[src/hdl/pfccfg_defines.vh]
// Register offsets, reset values and timing counts for the PFC config bank.
`ifndef PFCCFG_DEFINES_VH
`define PFCCFG_DEFINES_VH
`define PFCCFG_ADDR_VOUT_HL_LO 8'h01
`define PFCCFG_ADDR_VOUT_HL_HI 8'h02
`define PFCCFG_ADDR_VOUT_LL_LO 8'h03
`define PFCCFG_ADDR_VOUT_LL_HI 8'h04
`define PFCCFG_ADDR_LINE_THR 8'h05
`define PFCCFG_ADDR_LOAD1_LO 8'h06
`define PFCCFG_ADDR_LOAD1_HI 8'h07
`define PFCCFG_ADDR_LOAD2_LO 8'h08
`define PFCCFG_ADDR_LOAD2_HI 8'h09
`define PFCCFG_ADDR_BURST 8'h0a
`define PFCCFG_ADDR_HYST_LO 8'h0c
`define PFCCFG_ADDR_HYST_HI 8'h0d
`define PFCCFG_ADDR_HL1_LO 8'h0e
`define PFCCFG_ADDR_HL2_LO 8'h0f
`define PFCCFG_ADDR_HL_UPPER 8'h11
`define PFCCFG_ADDR_LL1_LO 8'h12
`define PFCCFG_ADDR_PROT_CTRL 8'h30
`define PFCCFG_ADDR_PROT_STAT 8'h31
`define PFCCFG_RST_VOUT_HL 10'h31e
`define PFCCFG_RST_VOUT_LL 10'h31e
`define PFCCFG_RST_LINE_THR 8'h71
`define PFCCFG_RST_LOAD1 14'h03fc
`define PFCCFG_RST_LOAD2 14'h0332
`define PFCCFG_RST_BURST 5'h17
`define PFCCFG_RST_HYST 14'h00f5
`define PFCCFG_RST_HL1_LO 8'h1e
`define PFCCFG_RST_HL2_LO 8'h1e
`define PFCCFG_RST_HL_UPPER 4'hf
`define PFCCFG_RST_LL1_LO 8'h1e
`define PFCCFG_RST_PROT_CTRL 1'b0
`define PFCCFG_BIT_PFC_LATCH 0
`define PFCCFG_TIMER_US 1000
`define PFCCFG_CLK_MHZ 40
`endif

[src/hdl/pfccfg_timer.v]
// One-shot protection restart timer counting clock cycles.
`timescale 1ns/10ps
module pfccfg_timer #(
    parameter CYCLES = 40000,
    parameter W = 24
) (
    // Clock and reset.
    input wire clk,
    input wire rst,
    // Control.
    input wire start,
    // Status.
    output wire busy,
    output reg done
);
    reg [W-1:0] cnt_r;
    assign busy = (cnt_r != {W{1'b0}});
    always @(posedge clk or posedge rst) begin
        if (rst) begin
            cnt_r <= {W{1'b0}};
            done <= 1'b0;
        end else begin
            done <= (cnt_r == {{(W-1){1'b0}}, 1'b1});
            if (start) begin
                cnt_r <= CYCLES[W-1:0];
            end else if (busy) begin
                cnt_r <= cnt_r - {{(W-1){1'b0}}, 1'b1};
            end
        end
    end
endmodule

[src/hdl/pfccfg_regfile.v]
// Byte-wide configuration register storage with documented defaults.
`timescale 1ns/10ps
`include "pfccfg_defines.vh"
module pfccfg_regfile (
    // Clock and reset.
    input wire clk,
    input wire rst,
    // Byte write port.
    input wire wr_en,
    input wire [7:0] wr_addr,
    input wire [7:0] wr_data,
    // Byte read port.
    input wire [7:0] rd_addr,
    output reg [7:0] rd_data,
    output reg rd_hit,
    // Stored fields.
    output reg [9:0] vout_target_high_line,
    output reg [9:0] vout_target_low_line,
    output reg [7:0] line_range_threshold,
    output reg [13:0] auto_step_load_level_one,
    output reg [13:0] auto_step_load_level_two,
    output reg [4:0] burst_exit_threshold,
    output reg [13:0] auto_step_load_hysteresis,
    output reg [7:0] high_line_level_one_low_byte,
    output reg [7:0] high_line_level_two_low_byte,
    output reg [3:0] high_line_levels_upper_bits,
    output reg [7:0] low_line_level_one_low_byte
);
    always @(posedge clk or posedge rst) begin
        if (rst) begin
            vout_target_high_line <= `PFCCFG_RST_VOUT_HL;
            vout_target_low_line <= `PFCCFG_RST_VOUT_LL;
            line_range_threshold <= `PFCCFG_RST_LINE_THR;
            auto_step_load_level_one <= `PFCCFG_RST_LOAD1;
            auto_step_load_level_two <= `PFCCFG_RST_LOAD2;
            burst_exit_threshold <= `PFCCFG_RST_BURST;
            auto_step_load_hysteresis <= `PFCCFG_RST_HYST;
            high_line_level_one_low_byte <= `PFCCFG_RST_HL1_LO;
            high_line_level_two_low_byte <= `PFCCFG_RST_HL2_LO;
            high_line_levels_upper_bits <= `PFCCFG_RST_HL_UPPER;
            low_line_level_one_low_byte <= `PFCCFG_RST_LL1_LO;
        end else if (wr_en) begin
            case (wr_addr)
                `PFCCFG_ADDR_VOUT_HL_LO:
                    vout_target_high_line[7:0] <= wr_data;
                `PFCCFG_ADDR_VOUT_HL_HI:
                    vout_target_high_line[9:8] <= wr_data[1:0];
                `PFCCFG_ADDR_VOUT_LL_LO:
                    vout_target_low_line[7:0] <= wr_data;
                `PFCCFG_ADDR_VOUT_LL_HI:
                    vout_target_low_line[9:8] <= wr_data[1:0];
                `PFCCFG_ADDR_LINE_THR:
                    line_range_threshold <= wr_data;
                `PFCCFG_ADDR_LOAD1_LO:
                    auto_step_load_level_one[7:0] <= wr_data;
                `PFCCFG_ADDR_LOAD1_HI:
                    auto_step_load_level_one[13:8] <= wr_data[5:0];
                `PFCCFG_ADDR_LOAD2_LO:
                    auto_step_load_level_two[7:0] <= wr_data;
                `PFCCFG_ADDR_LOAD2_HI:
                    auto_step_load_level_two[13:8] <= wr_data[5:0];
                `PFCCFG_ADDR_BURST:
                    burst_exit_threshold <= wr_data[4:0];
                `PFCCFG_ADDR_HYST_LO:
                    auto_step_load_hysteresis[7:0] <= wr_data;
                `PFCCFG_ADDR_HYST_HI:
                    auto_step_load_hysteresis[13:8] <= wr_data[5:0];
                `PFCCFG_ADDR_HL1_LO:
                    high_line_level_one_low_byte <= wr_data;
                `PFCCFG_ADDR_HL2_LO:
                    high_line_level_two_low_byte <= wr_data;
                `PFCCFG_ADDR_HL_UPPER:
                    high_line_levels_upper_bits <= wr_data[3:0];
                `PFCCFG_ADDR_LL1_LO:
                    low_line_level_one_low_byte <= wr_data;
                default: begin
                end
            endcase
        end
    end

    always @* begin
        rd_hit = 1'b1;
        case (rd_addr)
            `PFCCFG_ADDR_VOUT_HL_LO: rd_data = vout_target_high_line[7:0];
            `PFCCFG_ADDR_VOUT_HL_HI:
                rd_data = {6'h00, vout_target_high_line[9:8]};
            `PFCCFG_ADDR_VOUT_LL_LO: rd_data = vout_target_low_line[7:0];
            `PFCCFG_ADDR_VOUT_LL_HI:
                rd_data = {6'h00, vout_target_low_line[9:8]};
            `PFCCFG_ADDR_LINE_THR: rd_data = line_range_threshold;
            `PFCCFG_ADDR_LOAD1_LO: rd_data = auto_step_load_level_one[7:0];
            `PFCCFG_ADDR_LOAD1_HI:
                rd_data = {2'h0, auto_step_load_level_one[13:8]};
            `PFCCFG_ADDR_LOAD2_LO: rd_data = auto_step_load_level_two[7:0];
            `PFCCFG_ADDR_LOAD2_HI:
                rd_data = {2'h0, auto_step_load_level_two[13:8]};
            `PFCCFG_ADDR_BURST: rd_data = {3'h0, burst_exit_threshold};
            `PFCCFG_ADDR_HYST_LO: rd_data = auto_step_load_hysteresis[7:0];
            `PFCCFG_ADDR_HYST_HI:
                rd_data = {2'h0, auto_step_load_hysteresis[13:8]};
            `PFCCFG_ADDR_HL1_LO: rd_data = high_line_level_one_low_byte;
            `PFCCFG_ADDR_HL2_LO: rd_data = high_line_level_two_low_byte;
            `PFCCFG_ADDR_HL_UPPER:
                rd_data = {4'h0, high_line_levels_upper_bits};
            `PFCCFG_ADDR_LL1_LO: rd_data = low_line_level_one_low_byte;
            default: begin
                rd_data = 8'h00;
                rd_hit = 1'b0;
            end
        endcase
    end
endmodule

[src/hdl/pfccfg_top.v]
// Configuration register bank and protection response logic.
`timescale 1ns/10ps
`include "pfccfg_defines.vh"
module pfccfg_top #(
    parameter TIMER_CYCLES = `PFCCFG_TIMER_US * `PFCCFG_CLK_MHZ
) (
    // Clock and reset.
    input wire clk,
    input wire rst,
    // Register access port, byte wide.
    input wire reg_wr,
    input wire reg_rd,
    input wire [7:0] reg_addr,
    input wire [7:0] reg_wdata,
    output reg [7:0] reg_rdata,
    output reg reg_rvalid,
    output reg reg_err,
    // Fault detector inputs, active high levels.
    input wire supply_undervoltage,
    input wire supply_short,
    input wire rail_undervoltage,
    input wire line_brownout,
    input wire correction_current_limit,
    input wire correction_output_undervoltage,
    input wire resonant_brownout,
    input wire half_bridge_overcurrent_regulation,
    input wire half_bridge_overcurrent_shutdown,
    input wire latch_shutdown,
    input wire supply_below_reset,
    // Protection actions.
    output reg system_enable,
    output reg correction_switch_en,
    output reg half_bridge_switch_en,
    output reg startup_current_limit,
    output reg rail_charge_limit,
    // Configuration fields.
    output wire [9:0] vout_target_high_line,
    output wire [9:0] vout_target_low_line,
    output wire [7:0] line_range_threshold,
    output wire [13:0] auto_step_load_level_one,
    output wire [13:0] auto_step_load_level_two,
    output wire [4:0] burst_exit_threshold,
    output wire [13:0] auto_step_load_hysteresis,
    output wire [7:0] high_line_level_one_low_byte,
    output wire [7:0] high_line_level_two_low_byte,
    output wire [3:0] high_line_levels_upper_bits,
    output wire [7:0] low_line_level_one_low_byte
);
    localparam ST_RUN = 3'b001;
    localparam ST_OFF = 3'b010;
    localparam ST_WAIT = 3'b100;

    wire [7:0] rf_rdata;
    wire rf_hit;
    wire tmr_busy;
    wire tmr_done;
    reg tmr_start;
    reg pfc_latch_mode_r;
    reg latched_off_r;
    reg pfc_latched_r;
    reg [2:0] pfc_st_r;
    reg [2:0] pfc_st_nxt;
    reg [2:0] hb_st_r;
    reg [2:0] hb_st_nxt;
    reg sys_fault;
    reg pfc_start;
    reg hb_start;

    pfccfg_regfile u_rf (
        .clk(clk),
        .rst(rst),
        .wr_en(reg_wr),
        .wr_addr(reg_addr),
        .wr_data(reg_wdata),
        .rd_addr(reg_addr),
        .rd_data(rf_rdata),
        .rd_hit(rf_hit),
        .vout_target_high_line(vout_target_high_line),
        .vout_target_low_line(vout_target_low_line),
        .line_range_threshold(line_range_threshold),
        .auto_step_load_level_one(auto_step_load_level_one),
        .auto_step_load_level_two(auto_step_load_level_two),
        .burst_exit_threshold(burst_exit_threshold),
        .auto_step_load_hysteresis(auto_step_load_hysteresis),
        .high_line_level_one_low_byte(high_line_level_one_low_byte),
        .high_line_level_two_low_byte(high_line_level_two_low_byte),
        .high_line_levels_upper_bits(high_line_levels_upper_bits),
        .low_line_level_one_low_byte(low_line_level_one_low_byte)
    );

    // One timer serves both stages; a new trip simply reloads it.
    pfccfg_timer #(
        .CYCLES(TIMER_CYCLES)
    ) u_tmr (
        .clk(clk),
        .rst(rst),
        .start(tmr_start),
        .busy(tmr_busy),
        .done(tmr_done)
    );

    // Protection control register and registered read data.
    always @(posedge clk or posedge rst) begin
        if (rst) begin
            pfc_latch_mode_r <= `PFCCFG_RST_PROT_CTRL;
            reg_rdata <= 8'h00;
            reg_rvalid <= 1'b0;
            reg_err <= 1'b0;
        end else begin
            if (reg_wr && reg_addr == `PFCCFG_ADDR_PROT_CTRL) begin
                pfc_latch_mode_r <= reg_wdata[`PFCCFG_BIT_PFC_LATCH];
            end
            reg_rvalid <= reg_rd;
            reg_err <= 1'b0;
            if (reg_rd) begin
                if (rf_hit) begin
                    reg_rdata <= rf_rdata;
                end else if (reg_addr == `PFCCFG_ADDR_PROT_CTRL) begin
                    reg_rdata <= {7'h00, pfc_latch_mode_r};
                end else if (reg_addr == `PFCCFG_ADDR_PROT_STAT) begin
                    reg_rdata <= {3'h0, tmr_busy, pfc_latched_r,
                        latched_off_r, system_enable, half_bridge_switch_en};
                end else begin
                    reg_rdata <= 8'h00;
                    reg_err <= 1'b1;
                end
            end
        end
    end

    // Latched shutdown clears only on supply reset.
    always @(posedge clk or posedge rst) begin
        if (rst) begin
            latched_off_r <= 1'b0;
            pfc_latched_r <= 1'b0;
        end else begin
            if (latch_shutdown) begin
                latched_off_r <= 1'b1;
            end else if (supply_below_reset) begin
                latched_off_r <= 1'b0;
            end
            if (correction_current_limit && pfc_latch_mode_r) begin
                pfc_latched_r <= 1'b1;
            end else if (supply_below_reset) begin
                pfc_latched_r <= 1'b0;
            end
        end
    end

    always @* begin
        sys_fault = supply_undervoltage | supply_short | rail_undervoltage
            | latched_off_r | latch_shutdown;
        pfc_st_nxt = pfc_st_r;
        pfc_start = 1'b0;
        case (pfc_st_r)
            ST_RUN: begin
                if (correction_current_limit && !pfc_latch_mode_r) begin
                    pfc_st_nxt = ST_WAIT;
                    pfc_start = 1'b1;
                end
            end
            ST_WAIT: begin
                if (tmr_done) begin
                    pfc_st_nxt = ST_RUN;
                end
            end
            ST_OFF: pfc_st_nxt = ST_RUN;
            default: pfc_st_nxt = ST_RUN;
        endcase
        hb_st_nxt = hb_st_r;
        hb_start = 1'b0;
        case (hb_st_r)
            ST_RUN: begin
                if (half_bridge_overcurrent_regulation) begin
                    hb_st_nxt = ST_WAIT;
                    hb_start = 1'b1;
                end else if (half_bridge_overcurrent_shutdown) begin
                    hb_st_nxt = ST_OFF;
                    hb_start = 1'b1;
                end
            end
            ST_OFF, ST_WAIT: begin
                if (tmr_done) begin
                    hb_st_nxt = ST_RUN;
                end
            end
            default: hb_st_nxt = ST_RUN;
        endcase
        tmr_start = pfc_start | hb_start;
    end

    always @(posedge clk or posedge rst) begin
        if (rst) begin
            pfc_st_r <= ST_RUN;
            hb_st_r <= ST_RUN;
            system_enable <= 1'b0;
            correction_switch_en <= 1'b0;
            half_bridge_switch_en <= 1'b0;
            startup_current_limit <= 1'b0;
            rail_charge_limit <= 1'b0;
        end else begin
            pfc_st_r <= pfc_st_nxt;
            hb_st_r <= hb_st_nxt;
            system_enable <= !sys_fault;
            startup_current_limit <= supply_short;
            rail_charge_limit <= rail_undervoltage;
            correction_switch_en <= !sys_fault && !line_brownout
                && !pfc_latched_r && pfc_st_nxt == ST_RUN;
            half_bridge_switch_en <= !sys_fault && !line_brownout
                && !correction_output_undervoltage && !resonant_brownout
                && hb_st_nxt == ST_RUN;
        end
    end
endmodule

[config.mk]
export PLATFORM = sky130hd
export DESIGN_NAME = pfccfg_top
export DESIGN_NICKNAME = d
export VERILOG_FILES = /design/src/hdl/pfccfg_timer.v /design/src/hdl/pfccfg_regfile.v /design/src/hdl/pfccfg_top.v
export VERILOG_INCLUDE_DIRS = /design/src /design/src/hdl
export SDC_FILE = /design/constraint.sdc
export NUM_CORES = 1
export LEC_CHECK = 0
export ABC_AREA = 1
export BUFFER_PORTS_ARGS = -buffer_cell sky130_fd_sc_hd__buf_2
export CAP_MARGIN = 5
export CELL_PAD_IN_SITES_DETAIL_PLACEMENT = 2
export CELL_PAD_IN_SITES_GLOBAL_PLACEMENT = 2
export CORE_MARGIN = 5
export CORE_UTILIZATION = 35
export CTS_BUF_LIST = sky130_fd_sc_hd__clkbuf_16
export DETAILED_ROUTE_END_ITERATION = 6
export PLACE_DENSITY = 0.89
export RECOVER_POWER = 25
export SLEW_MARGIN = 20
export SYNTH_ARGS = -nofsm -noshare
export SYNTH_HDL_FRONTEND = slang
export SYNTH_SLANG_ARGS = --single-unit
[constraint.sdc]
create_clock -name clk -period 13 [get_ports clk]
set_input_delay 1.3 -clock clk [delete_from_list [all_inputs] [get_ports clk]]
set_output_delay 1.3 -clock clk [all_outputs]
set_load 0.02 [all_outputs]
==> results.cfg <==
[sta]
final.period_utilization_pct = 33.1
f_max_mhz = 232
finalSetupTns_ns = 0
layout_setup_ws_ns = 8.69
finalMaxSlewViolations = 94
worst_slew_pin_slew_ns = 4.20
finalCriticalPeriod_ns = 4.31
relSlewSlack_pct = -181
whs_ns = 0.476
final_hold_viol_count = 0
rsz0062_at_grt = no
report.final.setup_viol = 0
timing.clock.skew_ns = 0.0101

[floorplanning]
chipWidth_um = 157
start_util_pct = 35.7
floorplan.io_pins = 149
rows = 53
fp.coreArea_sq_um = 21100
die_area_sq_um = 24600
die-height_um = 157

[power]
power.static_leakage_nw = 4.50
power_per_cell_area_nw_per_um2 = 147
ir_drop_uv = 92.7
design_power_total_mw = 1.33

[min_path]
hold_path_startpoint = pfc_latched_r
worst_hold_path_type = flip-flop to flip-flop

[route]
first_pass_iters = 4
vias = 7621
drc_violation_count_after_routing = 0
drt-wirelength-per-cell_um = 25.3
routed_wl_um = 34300
via_per_inst = 5.61
ant_nets = 0
drtIter0Drc = 564

[clocking]
holdBufCountCts = 0
ctsLongestPathBuffers = 2
cts_root_buf = clkbuf_16
cts_tree = yes
clock_sinks = 152
post-cts-setup-buffer-count = 0
cts-resized-gates = 0
maximum_level_of_the_cts_h_tree = 4
clock_transition_at_path_regs_ns = 0.07
cts-buffers-inserted = 17
worstSkewPairLatency_ns = 0.45

[placed_design]
place_hpwl_um = 22000
finalWeightedCongestion = 0.855
pre_cts_slack_ns = 9.45
numPlacedInstances = 1326
portBuffers = 148

[critical_path]
worst_ep_required_time_ns = 13.47
critical_path.max_fanout = 93
worst-r2r-cell-count = 11
ff2ff_setup_slack_ns = 10.29
critPathArrivalTime_ns = 4.78
worst_r2r_endpoint = u_tmr.cnt_r[10]
startpoint_type = input pin
timing.critical_path.slowest_stage_cell = clkinvlp_2
setup.worst_path.class = input pin to async pin
crit_chain = buf_2 > clkinvlp_2 > buf_4
cp-endpoint = pfc_latch_mode_r
launching_instance_or_port_of_the_critical_path = rst
setup.worst_path.end_class = async pin
beginning_of_the_worst_register_to_register_path = hb_st_r[1]
worst_path_largest_cell_delay_ns = 2.34

[yosys]
synth.ff_latch_count = 152
yosys_warnings = 0
synthesis.instances = 932
ys_seq_area_share_pct = 51.4
yosys.cell_count.top_type = nand2_1
synth_area_sq_um = 7530
postSynth.asyncResetShare_pct = 100
yosys.area.top_type = dfrtp_1
yosys.cell_types.count = 33
largest_cells_by_area_after_synthesis = dfrtp_1 32%, dfstp_2 20%, nand2_1 14%
syn-mean-instance-area_sq_um = 8.08
synthesis.nets = 966
yosys_most_used_dff = dfrtp_1
count_of_flip_flops_with_a_built_in_enable_after_synthesis = 0
yosys.area.top_type_share_pct = 31.6
synth.cells.most_frequent = 279 x nand2_1, 95 x dfrtp_1, 92 x nor2_1

[global_route]
combined_global_route_utilization_of_all_metal_layers_pct = 28.6
number_of_antenna_violations_at_the_first_check_in_global_routing = 0
first_global_vias = 8568
grt_max_degree = 94
wire_length_of_the_first_global_routing_pass_um = 53200
global_route.overflow_total = 0

[status]
failed_checks = capacitance limit, slew limit
status = finished with violations

[final_layout]
fin_nets = 1104
multiInputGateArea_sq_um = 3240
seqCellArea_sq_um = 3870
syn_to_final_growth_pct = 19.9
fill_count = 2434
post_layout_nonfiller_instances = 1358
layout-drive-gt1-share_pct = 26.4
number_of_antenna_diodes = 0

[run]
cap_violations = 1
[power by group]
| group | switching, mW | total [mW] | internal, mW | leakage, nW |
|---|---|---|---|---|
| logic | 0.179 | 0.242 | 0.0633 | 2.37 |
| clock network | 0.239 | 0.527 | 0.287 | 0.286 |
| registers | 0.0404 | 0.560 | 0.519 | 1.84 |
[per-stage QoR]
step                instance area [sq um]  utilization, %
finish                               9030            42.8
global route                         9030            42.8
CTS                                  9050            42.9
detailed placement                   8460            40.1
global placement                     8460            40.1
floorplan                            7530               -
[worst min-delay path by stage]
stage	slack [ns]	cells after the start	endpoint
finish	0.48	1	correction_switch_en
global placement	0.44	1	correction_switch_en
global route	0.50	2	u_rf.high_line_level_two_low_byte[3]
detailed placement	0.47	1	correction_switch_en
floorplan	0.41	1	correction_switch_en
CTS	0.48	1	correction_switch_en
[metal layers]
metal	GRT usage [%]	vias up	wire length [um]
met4	13.1	0	1420
met2	46.9	266	16600
met3	5.28	90	1640
met5	0	-	0
li1	-	3299	-
met1	36.6	3966	14600
[flip-flops by register name, indices dropped and copies added, names as in the netlist, 3 cells and up]
signal	cells
u_rf.burst_exit_threshold	5
u_rf.high_line_levels_upper_bits	4
u_tmr.cnt_r	24
u_rf.auto_step_load_level_one	14
u_rf.auto_step_load_level_two	14
u_rf.high_line_level_one_low_byte	8
u_rf.auto_step_load_hysteresis	14
u_rf.low_line_level_one_low_byte	8
u_rf.line_range_threshold	8
reg_rdata	8
pfc_st_r	3
u_rf.vout_target_high_line	10
u_rf.high_line_level_two_low_byte	8
hb_st_r	3
u_rf.vout_target_low_line	10
[logic make-up after synthesis]
group | count (synthesis) | synth area share, %
flops | 152 | 51.4
compound gates | 133 | 9.40
buf+inv | 94 | 5.60
xor+xnor | 14 | 1.63
fa+ha+maj | 3 | 0.498
simple gates | 535 | 31.4
other cells | 1 | 0.0498
[cell usage in the layout (no fill, tap or decap), types with 4 or more instances in the layout]
cell,n
xor2_1,13
nand2_1,279
nand2_2,10
o21ai_1,76
o21ai_0,26
nand3_1,89
a21oi_1,13
dfrtp_1,95
o21a_1,15
nor3_1,21
nand3_2,4
dfstp_2,57
buf_2,143
inv_2,13
inv_1,50
nor2_1,92
clkbuf_1,5
and3_1,4
clkbuf_16,17
nand4_1,6
inv_6,4
nor2_2,10
nor2_4,11
[critical path: cells and delay by family]
family	cells	cell delay [ns]
buffers and inverters	3	3.38
[final cells by class]
| cell class | instances | area share [%] |
|---|---|---|
| clock inverters | 15 | 1.84 |
| clock buffers | 17 | 4.71 |
| inverters | 63 | 2.63 |
| flip-flops and latches | 152 | 42.9 |
| repair buffers | 150 | 8.30 |
| multi-input cells | 686 | 35.8 |
| well taps | 275 | 3.81 |
No activity file was read; power rests on OpenSTA's default activity.
